$ cat config.mk
export PLATFORM = sky130hd
export DESIGN_NAME = arx_top
export DESIGN_NICKNAME = d
export VERILOG_FILES = /design/src/hdl/arx_pkg.sv /design/src/hdl/arx_clkdiv.sv /design/src/hdl/arx_rx_core.sv /design/src/hdl/arx_top.sv
export SDC_FILE = /design/constraint.sdc
export NUM_CORES = 1
export LEC_CHECK = 0
export ABC_CLOCK_PERIOD_IN_PS = 2700
export BUFFER_PORTS_ARGS = -buffer_cell sky130_fd_sc_hd__buf_2
export CORE_AREA = 2 2 199 201
export DETAILED_ROUTE_END_ITERATION = 10
export DIE_AREA = 0 0 201 203
export SLEW_MARGIN = 10
export SYNTH_ARGS = -nofsm -noshare
export SYNTH_HDL_FRONTEND = slang
export SYNTH_SLANG_ARGS = --single-unit
export TNS_END_PERCENT = 20
$ cat constraint.sdc
create_clock -name CLOCK_I -period 2.7 [get_ports CLOCK_I]
set_input_delay 0.81 -clock CLOCK_I [delete_from_list [all_inputs] [get_ports CLOCK_I]]
set_output_delay 0.81 -clock CLOCK_I [all_outputs]
set_load 0.03 [all_outputs]
$ cat src/hdl/arx_pkg.sv
/*
  Constants, types and helpers shared by the dual line receiver block.
  Assumes a single clock, with the sample and transmit rates made by enables.
*/
// Function
// Ten-bit config word captured on strobe edge
// Config bit 5 low loops transmitter into receivers
// Receiver 1 filter matches bits 9, 10
// Receiver 2 filter matches bits 9, 10
// Config bit 12 picks transmit parity sense
// Config bit 13 picks transmit divide 10/80
// Config bit 14 picks receive divide 10/80
// Byte 1 and byte 2 bus bit mapping
// First bit on line is bit 1
// Any out-of-window line state drops word
// Ten-sample shift, three equal samples valid
// Each bit followed by null within bit time
// Gap null needs nulls in both halves
// Bit spacing eight to twelve samples
// Three gap nulls re-enable reception
// Read bit 32 low when ones count odd
// Word complete pulse after 32 bits
// Complete pulse sets ready when filter passes
// Ready stays low until both bytes read
// Enables pick receiver, select picks byte
// New word overwrites unread held word
// Receiver 2 drives only while enable 1 high
// Bytes may be read in either order
// Master reset clears receivers, keeps config
// Bus released when no enable is active
package arx_pkg;

  // Configuration word, bus bit of cfg[0] and field positions
  localparam int CFG_W          = 10;
  localparam int CFG_LSB        = 5;
  localparam int CFG_LOOPBACK_N = 0;
  localparam int CFG_RX1_FILT   = 1;
  localparam int CFG_RX1_M9     = 2;
  localparam int CFG_RX1_M10    = 3;
  localparam int CFG_RX2_FILT   = 4;
  localparam int CFG_RX2_M9     = 5;
  localparam int CFG_RX2_M10    = 6;
  localparam int CFG_TX_EVEN    = 7;
  localparam int CFG_TX_SLOW    = 8;
  localparam int CFG_RX_SLOW    = 9;
  localparam logic [9:0] CFG_RESET = 10'h001;

  // Synchroniser reset: master reset and read enables at their idle high level
  localparam logic [26:0] PIN_IDLE = 27'h4000180;

  // Clock dividers
  localparam logic [6:0] DIV_FAST_LAST = 7'h09;
  localparam logic [6:0] DIV_SLOW_LAST = 7'h4F;
  localparam logic [6:0] DIV_FAST_HALF = 7'h05;
  localparam logic [6:0] DIV_SLOW_HALF = 7'h28;

  // Sample timing
  localparam int SAMPLE_LEN            = 10;
  localparam logic [3:0] SPACE_MIN     = 4'h8;
  localparam logic [3:0] SPACE_MAX     = 4'hC;
  localparam logic [3:0] NULL_WAIT     = 4'hA;
  localparam logic [1:0] GAP_NULLS     = 2'h3;
  localparam logic [5:0] WORD_BITS     = 6'h20;

  // Word bit positions (serial bit n sits at index n-1)
  localparam int BIT9_IDX  = 8;
  localparam int BIT10_IDX = 9;
  localparam int PAR_IDX   = 31;

  typedef enum logic [1:0] {
    ST_GAP  = 2'b00,
    ST_IDLE = 2'b01,
    ST_NULL = 2'b10,
    ST_DATA = 2'b11
  } arx_state_t;

  // Label filter test
  function automatic logic filt_pass(input logic [31:0] w, input logic en, input logic m9, input logic m10);
    filt_pass = !en || ((w[BIT9_IDX] == m9) && (w[BIT10_IDX] == m10));
  endfunction

  // Word to bus byte
  function automatic logic [15:0] byte_map(input logic [31:0] w, input logic sel);
    if (sel)
      byte_map = w[28:13];
    else
      byte_map = {w[12:8], w[30], w[29], w[31],
                  w[0], w[1], w[2], w[3], w[4], w[5], w[6], w[7]};
  endfunction

endpackage

$ cat src/hdl/arx_clkdiv.sv
/*
  Divides the clock by 10 or 80: a one-cycle enable and a square wave.
  Assumes the select changes seldom; a change acts on the running count without restarting the period.
*/
`timescale 1ns/1ps
`default_nettype none
module arx_clkdiv (
  // Clock and reset
  input  wire logic clk_i,
  input  wire logic rst_i,
  // Control
  input  wire logic slow_i,
  // Outputs
  output var  logic tick_o,
  output var  logic wave_o
);

  logic [6:0] cnt;
  logic [6:0] last;
  logic [6:0] half;

  assign last = slow_i ? arx_pkg::DIV_SLOW_LAST : arx_pkg::DIV_FAST_LAST;
  assign half = slow_i ? arx_pkg::DIV_SLOW_HALF : arx_pkg::DIV_FAST_HALF;

  always_ff @(posedge clk_i)
  begin
    if (rst_i)
    begin
      cnt    <= 7'h00;
      tick_o <= 1'b0;
    end
    else if (cnt >= last)
    begin
      cnt    <= 7'h00;
      tick_o <= 1'b1;
    end
    else
    begin
      cnt    <= cnt + 7'h01;
      tick_o <= 1'b0;
    end
  end

  always_ff @(posedge clk_i)
  begin
    if (rst_i)
      wave_o <= 1'b0;
    else
      wave_o <= (cnt < half);
  end

endmodule
`default_nettype wire

$ cat src/hdl/arx_rx_core.sv
/*
  One serial receiver: sampling, pulse and spacing checks, word gap, parity.
  Assumes line states come from the same clock and tick_i is a one-cycle enable.
*/
`timescale 1ns/1ps
`default_nettype none
module arx_rx_core (
  // Clock and reset
  input  wire logic        clk_i,
  input  wire logic        rst_i,
  input  wire logic        tick_i,
  // Line state
  input  wire logic        one_i,
  input  wire logic        zero_i,
  // Word out
  output var  logic [31:0] word_o,
  output var  logic        done_o
);

  arx_pkg::arx_state_t state;
  logic [arx_pkg::SAMPLE_LEN-1:0] one_sr;
  logic [arx_pkg::SAMPLE_LEN-1:0] zero_sr;
  logic [arx_pkg::SAMPLE_LEN-1:0] null_sr;
  logic [3:0]  space;
  logic [3:0]  next_space;
  logic [5:0]  bit_cnt;
  logic [1:0]  gap_cnt;
  logic [31:0] word;
  logic        v_one;
  logic        v_zero;
  logic        v_null;
  logic        gap_null;
  logic        bad;

  // Line state history
  always_ff @(posedge clk_i)
  begin
    if (rst_i)
    begin
      one_sr  <= '0;
      zero_sr <= '0;
      null_sr <= '0;
    end
    else if (tick_i)
    begin
      one_sr  <= {one_sr[8:0], one_i & !zero_i};
      zero_sr <= {zero_sr[8:0], zero_i & !one_i};
      null_sr <= {null_sr[8:0], !one_i & !zero_i};
    end
  end

  assign v_one      = &one_sr[2:0];
  assign v_zero     = &zero_sr[2:0];
  assign v_null     = &null_sr[2:0];
  assign gap_null   = v_null && (&null_sr[9:7]);
  assign bad        = one_i && zero_i;
  assign next_space = space + 4'h1;

  always_ff @(posedge clk_i)
  begin
    if (rst_i)
    begin
      state   <= arx_pkg::ST_GAP;
      space   <= 4'h0;
      bit_cnt <= 6'h00;
      gap_cnt <= 2'h0;
      word    <= '0;
      word_o  <= '0;
      done_o  <= 1'b0;
    end
    else
    begin
      done_o <= 1'b0;
      if (tick_i)
      begin
        case (state)
          arx_pkg::ST_GAP:
          begin
            if (gap_null)
            begin
              if (gap_cnt + 2'h1 == arx_pkg::GAP_NULLS)
              begin
                state   <= arx_pkg::ST_IDLE;
                gap_cnt <= 2'h0;
              end
              else
                gap_cnt <= gap_cnt + 2'h1;
            end
            else
              gap_cnt <= 2'h0;
          end
          arx_pkg::ST_IDLE:
          begin
            if (v_one || v_zero)
            begin
              word[0] <= v_one;
              bit_cnt <= 6'h01;
              space   <= 4'h0;
              state   <= arx_pkg::ST_NULL;
            end
          end
          arx_pkg::ST_NULL:
          begin
            space <= next_space;
            if (bad || (word[bit_cnt[4:0] - 5'h01] ? v_zero : v_one))
              state <= arx_pkg::ST_GAP;
            else if (v_null)
            begin
              if (bit_cnt == arx_pkg::WORD_BITS)
              begin
                word_o <= {~^word, word[30:0]};
                done_o <= 1'b1;
                state  <= arx_pkg::ST_GAP;
              end
              else
                state <= arx_pkg::ST_DATA;
            end
            else if (next_space >= arx_pkg::NULL_WAIT)
              state <= arx_pkg::ST_GAP;
          end
          arx_pkg::ST_DATA:
          begin
            space <= next_space;
            if (bad)
              state <= arx_pkg::ST_GAP;
            else if (v_one || v_zero)
            begin
              if (next_space < arx_pkg::SPACE_MIN || next_space > arx_pkg::SPACE_MAX)
                state <= arx_pkg::ST_GAP;
              else
              begin
                word[bit_cnt[4:0]] <= v_one;
                bit_cnt            <= bit_cnt + 6'h01;
                space              <= 4'h0;
                state              <= arx_pkg::ST_NULL;
              end
            end
            else if (next_space > arx_pkg::SPACE_MAX)
              state <= arx_pkg::ST_GAP;
          end
          default:
            state <= arx_pkg::ST_GAP;
        endcase
      end
    end
  end

  property p_space_min;
    @(posedge clk_i) disable iff (rst_i)
    (tick_i && state == arx_pkg::ST_DATA && !bad && (v_one || v_zero) && space < 4'h7) |=> state == arx_pkg::ST_GAP;
  endproperty
  a_space_min: assert property (p_space_min) else $error("bit accepted too early");

  property p_space_max;
    @(posedge clk_i) disable iff (rst_i)
    (tick_i && state == arx_pkg::ST_DATA && !bad && (v_one || v_zero) && space > 4'hB) |=> state == arx_pkg::ST_GAP;
  endproperty
  a_space_max: assert property (p_space_max) else $error("bit accepted too late");

  property p_null_wait;
    @(posedge clk_i) disable iff (rst_i)
    (tick_i && state == arx_pkg::ST_NULL && !v_null && space == 4'h9) |=> state == arx_pkg::ST_GAP;
  endproperty
  a_null_wait: assert property (p_null_wait) else $error("missing null not rejected");

  property p_parity;
    @(posedge clk_i) disable iff (rst_i)
    done_o |-> (word_o[31] ^ (^word)) == 1'b1;
  endproperty
  a_parity: assert property (p_parity) else $error("parity bit wrong");

endmodule
`default_nettype wire

$ cat src/hdl/arx_top.sv
/*
  Dual receiver with configuration word, loopback, held words and byte readout.
  Assumes all pins other than RST_I are asynchronous to CLOCK_I; bus data settles before the
  configuration strobe rises and the read enables are held for several cycles.
*/
`timescale 1ns/1ps
`default_nettype none
module arx_top (
  // Clock and reset
  input  wire logic        CLOCK_I,
  input  wire logic        RST_I,
  input  wire logic        MASTER_RESET_N_I,
  // Host bus
  input  wire logic        CONFIG_WRITE_STROBE_I,
  input  wire logic        RX1_READ_ENABLE_N_I,
  input  wire logic        RX2_READ_ENABLE_N_I,
  input  wire logic        BYTE_SELECT_I,
  input  wire logic [15:0] BUS_DATA_I,
  output var  logic [15:0] BUS_DATA_O,
  output var  logic        BUS_DATA_OE_O,
  // Receiver line comparators
  input  wire logic        RX1_LINE_ONE_I,
  input  wire logic        RX1_LINE_ZERO_I,
  input  wire logic        RX2_LINE_ONE_I,
  input  wire logic        RX2_LINE_ZERO_I,
  // Transmitter digital outputs for self test
  input  wire logic        TX_LINE_ONE_I,
  input  wire logic        TX_LINE_ZERO_I,
  // Ready flags
  output var  logic        RX1_WORD_READY_N_O,
  output var  logic        RX2_WORD_READY_N_O,
  // Transmitter settings
  output var  logic        CFG_TX_EVEN_PARITY_O,
  output var  logic        CFG_TX_SLOW_CLOCK_O,
  output var  logic        TX_DATA_CLOCK_O,
  output var  logic        TX_DATA_TICK_O
);

  localparam int PIN_W = 27;

  logic [PIN_W-1:0] pin_meta;
  logic [PIN_W-1:0] pin_sync;
  logic             mr;
  logic             stb_s;
  logic             stb_d;
  logic             cfg_rise;
  logic [15:0]      bus_s;
  logic [1:0]       en_n_s;
  logic             sel_s;
  logic [1:0]       line_one_s;
  logic [1:0]       line_zero_s;
  logic             tx_one_s;
  logic             tx_zero_s;

  logic [arx_pkg::CFG_W-1:0] cfg;

  logic [1:0]       rx_one;
  logic [1:0]       rx_zero;
  logic             rx_rst;
  logic             sample_tick;
  logic [31:0]      rx_word [2];
  logic [1:0]       rx_done;
  logic [1:0]       accept;
  logic [31:0]      hold [2];
  logic [1:0]       rdy_n;
  logic [1:0]       rd_b1;
  logic [1:0]       rd_b2;
  logic [1:0]       en_act;
  logic [1:0]       filt_en;
  logic [1:0]       m9;
  logic [1:0]       m10;

  // Two-stage synchronisers for every input pin except CLOCK_I and RST_I
  always_ff @(posedge CLOCK_I)
  begin
    if (RST_I)
    begin
      pin_meta <= arx_pkg::PIN_IDLE;
      pin_sync <= arx_pkg::PIN_IDLE;
    end
    else
    begin
      pin_meta <= {MASTER_RESET_N_I, CONFIG_WRITE_STROBE_I, BUS_DATA_I,
                   RX2_READ_ENABLE_N_I, RX1_READ_ENABLE_N_I, BYTE_SELECT_I,
                   RX2_LINE_ONE_I, RX1_LINE_ONE_I, RX2_LINE_ZERO_I, RX1_LINE_ZERO_I,
                   TX_LINE_ONE_I, TX_LINE_ZERO_I};
      pin_sync <= pin_meta;
    end
  end

  assign mr          = !pin_sync[26];
  assign stb_s       = pin_sync[25];
  assign bus_s       = pin_sync[24:9];
  assign en_n_s      = pin_sync[8:7];
  assign sel_s       = pin_sync[6];
  assign line_one_s  = pin_sync[5:4];
  assign line_zero_s = pin_sync[3:2];
  assign tx_one_s    = pin_sync[1];
  assign tx_zero_s   = pin_sync[0];

  // Configuration word; master reset leaves it alone
  always_ff @(posedge CLOCK_I)
  begin
    if (RST_I)
      stb_d <= 1'b0;
    else
      stb_d <= stb_s;
  end

  assign cfg_rise = stb_s && !stb_d;

  always_ff @(posedge CLOCK_I)
  begin
    if (RST_I)
      cfg <= arx_pkg::CFG_RESET;
    else if (cfg_rise)
      cfg <= bus_s[arx_pkg::CFG_LSB +: arx_pkg::CFG_W];
  end

  always_ff @(posedge CLOCK_I)
  begin
    if (RST_I)
    begin
      CFG_TX_EVEN_PARITY_O <= 1'b0;
      CFG_TX_SLOW_CLOCK_O  <= 1'b0;
    end
    else
    begin
      CFG_TX_EVEN_PARITY_O <= cfg[arx_pkg::CFG_TX_EVEN];
      CFG_TX_SLOW_CLOCK_O  <= cfg[arx_pkg::CFG_TX_SLOW];
    end
  end

  // Self test: receiver 1 sees the transmitter, receiver 2 its complement
  always_comb
  begin
    if (!cfg[arx_pkg::CFG_LOOPBACK_N])
    begin
      rx_one  = {tx_zero_s, tx_one_s};
      rx_zero = {tx_one_s, tx_zero_s};
    end
    else
    begin
      rx_one  = line_one_s;
      rx_zero = line_zero_s;
    end
  end

  // Rate enables
  arx_clkdiv u_tx_div (
    .clk_i  (CLOCK_I),
    .rst_i  (RST_I),
    .slow_i (cfg[arx_pkg::CFG_TX_SLOW]),
    .tick_o (TX_DATA_TICK_O),
    .wave_o (TX_DATA_CLOCK_O)
  );

  arx_clkdiv u_rx_div (
    .clk_i  (CLOCK_I),
    .rst_i  (RST_I),
    .slow_i (cfg[arx_pkg::CFG_RX_SLOW]),
    .tick_o (sample_tick),
    .wave_o ()
  );

  assign rx_rst = RST_I || mr;

  assign filt_en = {cfg[arx_pkg::CFG_RX2_FILT], cfg[arx_pkg::CFG_RX1_FILT]};
  assign m9      = {cfg[arx_pkg::CFG_RX2_M9], cfg[arx_pkg::CFG_RX1_M9]};
  assign m10     = {cfg[arx_pkg::CFG_RX2_M10], cfg[arx_pkg::CFG_RX1_M10]};

  // Receiver 2 is seen only while enable 1 is idle
  assign en_act[0] = !en_n_s[0];
  assign en_act[1] = !en_n_s[1] && en_n_s[0];

  for (genvar i = 0; i < 2; i++)
  begin : g_rx
    arx_rx_core u_core (
      .clk_i  (CLOCK_I),
      .rst_i  (rx_rst),
      .tick_i (sample_tick),
      .one_i  (rx_one[i]),
      .zero_i (rx_zero[i]),
      .word_o (rx_word[i]),
      .done_o (rx_done[i])
    );

    assign accept[i] = rx_done[i] && arx_pkg::filt_pass(rx_word[i], filt_en[i], m9[i], m10[i]);

  end

  // Held words, ready flags and byte-read tracking
  always_ff @(posedge CLOCK_I)
  begin
    for (int k = 0; k < 2; k++)
    begin
      if (rx_rst)
      begin
        hold[k]  <= '0;
        rdy_n[k] <= 1'b1;
        rd_b1[k] <= 1'b0;
        rd_b2[k] <= 1'b0;
      end
      else if (accept[k])
      begin
        hold[k]  <= rx_word[k];
        rdy_n[k] <= 1'b0;
        rd_b1[k] <= 1'b0;
        rd_b2[k] <= 1'b0;
      end
      else if ((rd_b1[k] || (en_act[k] && !sel_s)) && (rd_b2[k] || (en_act[k] && sel_s)))
      begin
        rdy_n[k] <= 1'b1;
        rd_b1[k] <= 1'b0;
        rd_b2[k] <= 1'b0;
      end
      else if (en_act[k])
      begin
        rd_b1[k] <= rd_b1[k] || !sel_s;
        rd_b2[k] <= rd_b2[k] || sel_s;
      end
    end
  end

  assign RX1_WORD_READY_N_O = rdy_n[0];
  assign RX2_WORD_READY_N_O = rdy_n[1];

  // Bus readout
  always_ff @(posedge CLOCK_I)
  begin
    if (RST_I)
    begin
      BUS_DATA_O    <= 16'h0000;
      BUS_DATA_OE_O <= 1'b0;
    end
    else
    begin
      BUS_DATA_OE_O <= |en_act;
      if (en_act[0])
        BUS_DATA_O <= arx_pkg::byte_map(hold[0], sel_s);
      else if (en_act[1])
        BUS_DATA_O <= arx_pkg::byte_map(hold[1], sel_s);
      else
        BUS_DATA_O <= 16'h0000;
    end
  end

  property p_cfg_capture;
    @(posedge CLOCK_I) disable iff (RST_I)
    cfg_rise |=> cfg == $past(bus_s[14:5]);
  endproperty
  a_cfg_capture: assert property (p_cfg_capture) else $error("config not captured");

  property p_filter1;
    @(posedge CLOCK_I) disable iff (RST_I)
    (rx_done[0] && cfg[1] && (rx_word[0][8] != cfg[2] || rx_word[0][9] != cfg[3]) && !mr) |=> $stable(hold[0]);
  endproperty
  a_filter1: assert property (p_filter1) else $error("receiver 1 filter leaked word");

  property p_filter2;
    @(posedge CLOCK_I) disable iff (RST_I)
    (rx_done[1] && cfg[4] && (rx_word[1][8] != cfg[5] || rx_word[1][9] != cfg[6]) && !mr) |=> $stable(hold[1]);
  endproperty
  a_filter2: assert property (p_filter2) else $error("receiver 2 filter leaked word");

  property p_ready_set;
    @(posedge CLOCK_I) disable iff (RST_I)
    (accept[0] && !mr) |=> !RX1_WORD_READY_N_O ##1 !RX1_WORD_READY_N_O;
  endproperty
  a_ready_set: assert property (p_ready_set) else $error("ready not set by word");

  property p_ready_hold;
    @(posedge CLOCK_I) disable iff (RST_I)
    (!rdy_n[1] && !rd_b2[1] && !(en_act[1] && sel_s) && !mr) |=> !RX2_WORD_READY_N_O;
  endproperty
  a_ready_hold: assert property (p_ready_hold) else $error("ready cleared before both bytes");

  property p_overwrite;
    @(posedge CLOCK_I) disable iff (RST_I)
    (accept[1] && !mr) |=> hold[1] == $past(rx_word[1]);
  endproperty
  a_overwrite: assert property (p_overwrite) else $error("new word not stored");

  property p_rx2_gate;
    @(posedge CLOCK_I) disable iff (RST_I)
    !en_n_s[0] |=> BUS_DATA_O == arx_pkg::byte_map($past(hold[0]), $past(sel_s)) && BUS_DATA_OE_O;
  endproperty
  a_rx2_gate: assert property (p_rx2_gate) else $error("receiver 1 not on bus");

  property p_mr;
    @(posedge CLOCK_I) disable iff (RST_I)
    (mr && !cfg_rise) |=> (rdy_n == 2'h3) && $stable(cfg);
  endproperty
  a_mr: assert property (p_mr) else $error("master reset effect wrong");

  property p_release;
    @(posedge CLOCK_I) disable iff (RST_I)
    (en_n_s == 2'h3) |=> !BUS_DATA_OE_O;
  endproperty
  a_release: assert property (p_release) else $error("bus not released");

  property p_rx2_read;
    @(posedge CLOCK_I) disable iff (RST_I)
    en_act[1] |=> BUS_DATA_O == arx_pkg::byte_map($past(hold[1]), $past(sel_s)) && BUS_DATA_OE_O;
  endproperty
  a_rx2_read: assert property (p_rx2_read) else $error("receiver 2 not on bus");

  property p_ready_clear;
    @(posedge CLOCK_I) disable iff (RST_I)
    (!rdy_n[0] && rd_b1[0] && en_act[0] && sel_s && !accept[0] && !mr) |=> RX1_WORD_READY_N_O;
  endproperty
  a_ready_clear: assert property (p_ready_clear) else $error("ready not cleared after both bytes");

endmodule
`default_nettype wire

Word level (Yosys, flattened, before mapping)
Memory sizes are Yosys's and may differ from the RTL's.
Cells that the tools add are included.

operators by class
  add/sub/neg operators = 10
  $lt $le $gt $ge = 15
  eq/ne operators = 30
  mux-type cells = 97
  bitwise logic cells = 19
  reduce and logical (&&, ||, !) cells = 83

operator list
  kind                 count
  $bwmux 32            2
  $mux 16              4
  $mux 32              2
  $reduce_xnor 32->1   2
  $mux 2               28
  $mux 6               9
  $mux 4               8
  $mux 1               30
  $reduce_and 3->1     10
  $lt 5x6->1 const B   4
  $pmux 4 s3           2
  $pmux 6 s2           2
  $reduce_and 6->1     4
  $logic_and 1x1->1    18
  $logic_or 1x1->1     17
  $ne 2x1->1 const B   8
  $ne 4x1->1 const B   4
  $pmux 2 s4           2
  $add 7x1->7 const B  2
  $ge 7x7->1           2
  $mux 7               2
  $reduce_and 7->1     2
  $add 6x1->6 const B  2
  $eq 2x2->1 const B   6
  other kinds (27)     82

word-level totals
  register bits = 297
  bits in writable memories = 64
  input bits = 29
  output and inout bits = 23
  logic and storage cells = 296
  memories = 1

memories
  name  depth  bits a word  rd ports  clocked after Yosys merged registers in  wr ports  line           RTL
  hold  2      32           2         0                                        2         arx_top.sv:64  logic [31:0] hold [2];

Longest topological paths before layout
Gate-level depths: netlist of the first run.

  word-level depth = 9
  gate-level depth with buffers = 13
  gate-level depth less buffers = 10

Cells and area by module
Synthesis of the first run repeated with hierarchy kept, for this count alone.

second synthesis, totals
  cells, all modules = 1577
  area, all modules = 16251.8 um2

modules (own cells, without submodules)
  module                         instances  cells each  area each (um2)  sequential area each (um2)
  arx_top                        1          422         5794.3           3483.3
  arx_rx_core at g_rx[1].u_core  1          556         4926.0           1901.8
  arx_rx_core at g_rx[0].u_core  1          499         4605.7           1901.8
  arx_clkdiv                     2          50          462.9            180.2

Least setup slack after synthesis of the first run
Ideal clock, no wire load.

  path kind = reg-to-reg
  start point = reg g_rx[0].u_core.bit_cnt[0]
  end point = reg g_rx[0].u_core.word_o[31]
  library setup time = 132 ps
  data arrival time = 2861 ps
  required time = 2568 ps
  slack = -293 ps
  cell stages (with the launch flop) = 14
  buffers on the path = 4
  clock period less this slack = 2993 ps
  path through = dfxtp_1 inv_1 ha_1 buf_2 buf_2 mux2_2 o22ai_1 nor4_1 nor4_2 mux2_2 buf_6 buf_4 nand3_1 o31ai_1

between the ends
  cells in the longest elaborated chain, start to end = 7
  elaborated cells between the ends (all ways) = 8
  those cells by class = 1 x add/sub; 1 x eq/ne; 3 x mux; 1 x bitwise; 2 x reduce/logical

ends and longest elaborated chain
  item                                 line                RTL
  start, declared                      arx_rx_core.sv:26   logic [5:0] bit_cnt;
  start signal, assigned               arx_rx_core.sv:133  bit_cnt <= bit_cnt + 6'h01;
  $sub 5x1->5                          arx_rx_core.sv:105  if (bad || (word[bit_cnt[4:0] - 5'h01] ? v_zero : v_one))
  $bmux 1 s5                           arx_rx_core.sv:105
  $mux 1 (not written as such)         arx_rx_core.sv:105
  $mux 1                               arx_rx_core.sv:105
  $logic_or 1x1->1                     arx_rx_core.sv:105
  $not 1->1 (no source line)           --
  $reduce_and 7->1 (no source line) *  --
  end signal, assigned                 arx_rx_core.sv:111  word_o <= {~^word, word[30:0]};
  end, declared                        arx_rx_core.sv:16   output var logic [31:0] word_o,

Every way passes the cells marked *; elsewhere a longest branch is shown, timed or not. The select of a mux whose other input is x is not followed.
A chain may end at the register's enable or synchronous reset.

Final worst setup path of the first run
  start point = reg g_rx[0].u_core.bit_cnt[0]
  end point = reg g_rx[0].u_core.word_o[5]

Same word-level chain as after synthesis.

==> results.py, run 1 <==
metrics = {
    "timing": {
        "hold_viol_final": 0,
        "min_period_over_period_pct": 103,
        "rsz0062_at_grt": "yes",
        "setup_violations": 32,
        "worstMarginPinSlew_ns": 0.903,
        "tns_ns": -1.27,
        "worst_slack_ns": -0.0694,
        "skew_ns": 0.0155,
        "max_freq_mhz": 361,
        "final-max-slew-violation-count": 0,
        "layout_min_cycle_time_ns": 2.77,
        "max_slew_margin_pct": 39.7,
    },
    "drt": {
        "drtIter0Drc": 692,
        "drc": 0,
        "final_antenna_net_count": 0,
        "num_vias": 11200,
        "avgRoutedWirePerCell_um": 15.1,
        "drt_first_pass_iters": 5,
        "drt-vias-per-instance": 5.01,
        "routed_wl_um": 34000,
    },
    "critical_path": {
        "crit_end": "g_rx[0].u_core.word_o[5]$_SDFFE_PP0P_",
        "r2r_end": "g_rx[0].u_core.word_o[5]$_SDFFE_PP0P_",
        "critPathKind": "flop to flop",
        "rr_worst_depth": 13,
        "path_cells": "inv_4, ha_4, buf_8, buf_6, mux2_4, o22ai_2, nor4_4, nor4_2, buf_4, mux2_4, clkbuf_16, nand3_1, o21ai_1",
        "worst-endpoint-arrival_ns": 3.20,
        "endpoint_kind": "flop",
        "cp.required_ns": 3.13,
        "cpMaxStageDelayCell": "mux2_4",
        "ff2ff_setup_slack_ns": -0.07,
        "critPathMaxStageDelay_ns": 0.40,
        "crit_path_max_fanout": 8,
        "crit_path_frequent_cell": "mux2_4",
        "worst_r2r_startpoint": "g_rx[0].u_core.bit_cnt[0]$_SDFFE_PP0P_",
        "startpoint": "g_rx[0].u_core.bit_cnt[0]$_SDFFE_PP0P_",
        "start_kind": "flop",
    },
    "finish": {
        "drive_gt1_share_pct": 16.2,
        "syn2layout_area_growth_pct": 19.0,
        "layout_common_cells": "dfxtp_1, nand2_1, nor2_1",
        "diodes": 0,
        "multi_input_area_um2": 7430,
        "finalNonFillerCells": 2243,
        "ff_latch_area_um2": 7640,
        "layout_commonest_cell": "dfxtp_1",
        "nFillCells": 3595,
        "nNetsFinal": 1745,
        "fin_util_pct": 47.2,
        "final_cell_area_um2": 18100,
    },
    "status": {
        "outcome": "complete, but fails checks",
        "violations": "negative setup slack",
    },
    "placed_design": {
        "placed_cell_area_um2": 16200,
        "numPortBuffers": 45,
        "dp_slack_ns": -0.0709,
        "hpwl_um": 21600,
        "gp_congestion": 0.791,
        "place_inst": 2148,
    },
    "synthesis": {
        "synth.avg_cell_area_um2": 9.31,
        "synth_seq_cells": 349,
        "ys.flop_type": "dfxtp_1",
        "synth_cell_types": 71,
        "ys_warn_count": 0,
        "synth_area_um2": 15300,
        "synthArstFlopShare_pct": 0,
        "syn_inst": 1639,
        "ys_top_cells_by_area": "dfxtp_1, edfxtp_1, mux2i_1, nand2_1, nand3_1",
        "synth_top_cell_by_area": "dfxtp_1",
        "syn-num-nets": 1691,
        "netlist.area_leader.share_pct": 37.4,
        "synth_edf_count": 64,
        "ys_seq_area_share_pct": 50.0,
    },
    "pwr": {
        "pwr-share-comb_pct": 2.7,
        "switching_share_pct": 21.7,
        "clkPwrFrac_pct": 48.1,
        "ir_drop_mv": 0.471,
        "p_leak_nw": 6.66,
        "switching_power_w": 0.00240,
        "cell_internal_pwr_w": 0.00865,
        "seq_power_share_pct": 49.2,
        "p_per_area_nw_per_um2": 608,
    },
    "cts": {
        "clk_pin_slew_worst_paths_ns": 0.06,
        "hold_buffers": 0,
        "ctsLongestPathBuffers": 3,
        "clk_latency_ns": 0.55,
        "cts_root_buf": "clkbuf_16",
        "cts_sinks": 349,
        "cts_tree": "yes",
        "cts_made_buffers": 40,
        "h-tree-depth": 2,
    },
    "global_routing": {
        "grt-ovfl-total": 0,
        "track_usage_pct": 16.3,
        "grt_first_pass_wirelength_um": 55500,
        "antenna_found_initial": 0,
        "grt_pass1_vias": 10800,
        "grt_max_degree": 84,
    },
    "floorplanning": {
        "rows": 72,
        "num_io_pins": 52,
        "initial_core_util_pct": 39.7,
        "die_w_um": 201,
        "die_h_um": 203,
        "core_um2": 38500,
        "dieArea_um2": 40800,
    },
    "min_path": {
        "hold_path_class": "flop to flop",
    },
    "job": {
        "maxCapViolations": 0,
    },
}
worst max-delay path, delay by kind of cell (launching register included):
kind,cells,cell delay [ns]
muxes,2,0.70
buffers and inverters,5,0.66
and+or+nand+nor,3,0.42
DFF,1,0.35
adders and majority gates,1,0.32
AOI/OAI and AO/OA,2,0.21
per-stage QoR:
step           hold slack (ns)  power [W]
3_3_place_gp             0.398    0.00584
4_1_cts                  0.409     0.0112
6_report                 0.411     0.0110
5_1_grt                  0.419     0.0114
2_1_floorplan            0.389    0.00573
3_5_place_dp             0.394    0.00585
Yosys cell counts, types with 31 or more instances:
master / n
nand2_1: 182
o21ai_0: 51
o21ai_1: 31
a21oi_1: 100
edfxtp_1: 64
and2_1: 71
nand3_1: 124
dfxtp_1: 285
nor2_1: 162
clkbuf_1: 82
mux2i_1: 90
xnor2_1: 66
nor2b_1: 49
layout make-up:
type | instances | area share, %
Sequential cell | 349 | 42.1
Tap cell | 518 | 3.57
Clock buffer | 62 | 6.54
Multi-Input combinational cell | 1164 | 40.9
Clock inverter | 12 | 0.634
Inverter | 18 | 0.427
Timing Repair Buffer | 120 | 5.82
registers in the layout (all words and copies together) (netlist names), 2 cells and up:
register	count
pin_meta	21
g_rx.u_core.done_o	2
g_rx.u_core.space	8
g_rx.u_core.word	64
g_rx.u_core.null_sr	20
pin_sync	21
u_tx_div.cnt	7
rd_b1	2
rdy_n	2
u_rx_div.cnt	7
g_rx.u_core.gap_cnt	4
g_rx.u_core.zero_sr	6
hold	64
rd_b2	2
g_rx.u_core.word_o	64
g_rx.u_core.bit_cnt	12
BUS_DATA_O	16
cfg	10
g_rx.u_core.state	4
g_rx.u_core.one_sr	6
power groups by stage:
stage	Combinational, W	Sequential [W]	Clock, W
5_1_grt	0.000335	0.00544	0.00565
2_1_floorplan	0.000186	0.00555	0
3_5_place_dp	0.000300	0.00555	0
6_report	0.000300	0.00543	0.00531
3_3_place_gp	0.000299	0.00555	0
4_1_cts	0.000303	0.00543	0.00543
worst min-delay path by stage:
stage                            startpoint                      end  slack [ns]  cells after the start
global placement     pin_meta[8]$_SDFF_PP1_   pin_sync[8]$_SDFF_PP1_        0.40                      1
finish               pin_meta[7]$_SDFF_PP1_   pin_sync[7]$_SDFF_PP1_        0.41                      1
floorplan           pin_meta[26]$_SDFF_PP1_  pin_sync[26]$_SDFF_PP1_        0.39                      1
detailed placement   pin_meta[7]$_SDFF_PP1_   pin_sync[7]$_SDFF_PP1_        0.39                      1
global route         pin_meta[7]$_SDFF_PP1_   pin_sync[7]$_SDFF_PP1_        0.42                      1
CTS                  pin_meta[7]$_SDFF_PP1_   pin_sync[7]$_SDFF_PP1_        0.41                      1
routing by layer:
layer	part of all wire, %	track usage (%)	wire, µm	vias up
met1	49	23.1	16700	5267
met5	0	0	0	-
li1	-	-	-	5733
met4	1.8	3.99	599	0
met2	45	26.1	15300	199
met3	3.9	2.62	1320	45
kinds of logic after synthesis:
| kind of cell | synth area share, % |
|---|---|
| AOI/OAI and AO/OA | 9.61 |
| xor gates and xnor gates | 5.44 |
| adders and majority gates | 1.89 |
| buffers and inverters | 3.60 |
| DFF | 50.0 |
| muxes | 7.68 |
| and+or+nand+nor | 21.8 |
repair_timing:
action                                  4_1_cts  5_1_grt
pin swaps                                     2       26
setup buffers                                 2       11
gates resized for setup                       6       71
hold endpoints to repair                      0        0
endpoints found under the setup margin       37       71
cloned                                        1        7
No activity file was read; power rests on OpenSTA's default activity.
==> run 2: changes to the inputs <==
--- a/config.mk
+++ b/config.mk
@@ -7,9 +7,11 @@
 export LEC_CHECK = 0
 export ABC_CLOCK_PERIOD_IN_PS = 2700
 export BUFFER_PORTS_ARGS = -buffer_cell sky130_fd_sc_hd__buf_2
-export CORE_AREA = 2 2 199 201
+export CORE_AREA = 2 2 169 171
+export CTS_CLUSTER_SIZE = 40
 export DETAILED_ROUTE_END_ITERATION = 10
-export DIE_AREA = 0 0 201 203
+export DIE_AREA = 0 0 171 173
+export PLACE_DENSITY = 0.77
 export SLEW_MARGIN = 10
 export SYNTH_ARGS = -nofsm -noshare
 export SYNTH_HDL_FRONTEND = slang
==> run 2 against run 1 <==
Compared with the run above:
- the run still ends with negative setup slack left
- clock-buffer cell count is 9 lower
- first-iteration DRC count up 34%
- core utilization rose by 17 points
==> results.py, run 2 (synthesized netlist as in run 1, its figures left out) <==
metrics = {
    "global_routing": {
        "grt-ovfl-total": 0,
        "antenna_found_initial": 0,
        "grt_pass1_vias": 11000,
        "track_usage_pct": 21.8,
        "grt_max_degree": 127,
        "grt_first_pass_wirelength_um": 53500,
    },
    "timing": {
        "worstMarginPinSlew_ns": 0.937,
        "max_freq_mhz": 365,
        "max_slew_margin_pct": 37.4,
        "min_period_over_period_pct": 101,
        "hold_viol_final": 0,
        "final-max-slew-violation-count": 0,
        "tns_ns": -0.113,
        "rsz0062_at_grt": "yes",
        "worst_slack_ns": -0.0390,
        "layout_min_cycle_time_ns": 2.74,
        "setup_violations": 11,
        "skew_ns": 0.0167,
    },
    "cts": {
        "h-tree-depth": 2,
        "hold_buffers": 0,
        "ctsLongestPathBuffers": 3,
        "cts_root_buf": "clkbuf_16",
        "cts_made_buffers": 37,
        "clk_pin_slew_worst_paths_ns": 0.06,
        "clk_latency_ns": 0.53,
        "cts_sinks": 349,
        "cts_tree": "yes",
    },
    "critical_path": {
        "worst-endpoint-arrival_ns": 3.16,
        "crit_path_frequent_cell": "mux2_4",
        "startpoint": "g_rx[0].u_core.bit_cnt[0]$_SDFFE_PP0P_",
        "cpMaxStageDelayCell": "mux2_4",
        "start_kind": "flop",
        "worst_r2r_startpoint": "g_rx[0].u_core.bit_cnt[0]$_SDFFE_PP0P_",
        "critPathMaxStageDelay_ns": 0.40,
        "cp.required_ns": 3.12,
        "endpoint_kind": "flop",
        "critPathKind": "flop to flop",
        "path_cells": "inv_4, ha_4, buf_12, mux2_4, o22ai_2, nor4b_2, nor4_2, buf_4, mux2_4, clkbuf_16, nand3_1, o21ai_1",
        "crit_path_max_fanout": 16,
    },
    "floorplanning": {
        "core_um2": 27600,
        "die_h_um": 173,
        "initial_core_util_pct": 55.2,
        "num_io_pins": 52,
        "die_w_um": 171,
        "rows": 61,
        "dieArea_um2": 29600,
    },
    "job": {
        "maxCapViolations": 0,
    },
    "pwr": {
        "p_leak_nw": 6.54,
        "p_total_w": 0.0110,
        "ir_drop_mv": 0.546,
        "p_per_area_nw_per_um2": 621,
    },
    "finish": {
        "syn2layout_area_growth_pct": 16.0,
        "drive_gt1_share_pct": 15.3,
        "nNetsFinal": 1730,
        "reg_top3": "g_rx.u_core.word: 64 flops, g_rx.u_core.word_o: 64 flops, hold: 64 flops",
        "layout_common_cells": "dfxtp_1, nand2_1, nor2_1",
        "nFillCells": 2206,
        "diodes": 0,
        "layout_commonest_cell": "dfxtp_1",
    },
    "placed_design": {
        "gp_congestion": 0.830,
        "hpwl_um": 21100,
        "numPortBuffers": 45,
    },
    "status": {
        "outcome": "complete, but fails checks",
        "violations": "negative setup slack",
    },
    "min_path": {
        "min_from": "pin_meta[26]$_SDFF_PP1_",
        "hold_path_class": "flop to flop",
    },
    "drt": {
        "drt_first_pass_iters": 6,
        "drt-vias-per-instance": 5.55,
        "drtIter0Drc": 924,
        "final_antenna_net_count": 0,
        "num_vias": 11600,
        "routed_wl_um": 33800,
        "avgRoutedWirePerCell_um": 16.2,
        "drc": 0,
    },
}
[run 2: changes by cell type in the layout (fill, tap and decap cells not counted), sizes merged]
| cell | before | now |
|---|---|---|
| buf | 114 | 104 |
| bufinv | 1 | 4 |
| clkbuf | 68 | 57 |
| clkinv | 9 | 8 |
[run 2: area by class of cell]
type | count | area [µm²] | share of cell area (%)
clock buffers | 53 | 1090 | 6.15
clock inverters | 14 | 199 | 1.12
inverters | 18 | 70.1 | 0.396
multi-input cells | 1164 | 7320 | 41.4
flip-flops and latches | 349 | 7640 | 43.2
well taps | 378 | 473 | 2.67
repair buffers | 108 | 901 | 5.09
[run 2: worst paths after layout]
path,end,slack (ns),cells after the start
worst max register to register,g_rx[0].u_core.word_o[26]$_SDFFE_PP0P_,-0.04,12
worst max-delay path,g_rx[0].u_core.word_o[26]$_SDFFE_PP0P_,-0.04,12
worst min register to register,pin_sync[26]$_SDFF_PP1_,0.42,1
worst min-delay path,pin_sync[26]$_SDFF_PP1_,0.42,1
[run 2: repair_timing]
action,4_1_cts,5_1_grt
gates resized for setup,8,48
cloned,1,4
pin swaps,3,20
setup endpoints to repair,35,77
setup buffers,7,0
[run 2: critical path, delay by kind of cell, from the launching register on]
kind            cells  cell delay (ns)
fa+ha+maj           1             0.32
compound gates      2             0.26
mux                 2             0.70
flops               1             0.36
simple gates        3             0.45
buf+inv             4             0.57
[run 2: metrics by stage]
stage               hold slack (ns)  std cells  utilization (%)  instance area, µm²  setup slack (ns)
floorplan                     0.389       1639                -               15300           -0.0132
global placement              0.402       2005             57.9               16000          -0.00487
detailed placement            0.399       2005             57.9               16000           -0.0652
CTS                           0.420       2080             63.0               17400           0.00680
global route                  0.428       2084             64.0               17700            -0.101
finish                        0.418       2084             64.0               17700           -0.0390
[run 2: report_power, final]
| group | internal [W] | switching [W] | total (W) |
|---|---|---|---|
| sequential | 0.00539 | 0.0000427 | 0.00544 |
| clock | 0.00321 | 0.00204 | 0.00525 |
| combinational | 0.0000942 | 0.000201 | 0.000295 |
| total | 0.00870 | 0.00228 | 0.0110 |
[run 2: per-layer routing]
metal	track usage (%)	up-vias	routed length (µm)
li1	-	5694	-
met1	29.3	5519	15100
met2	36.5	301	16200
met3	2.91	55	1690
met4	6.81	0	814
met5	0	-	0
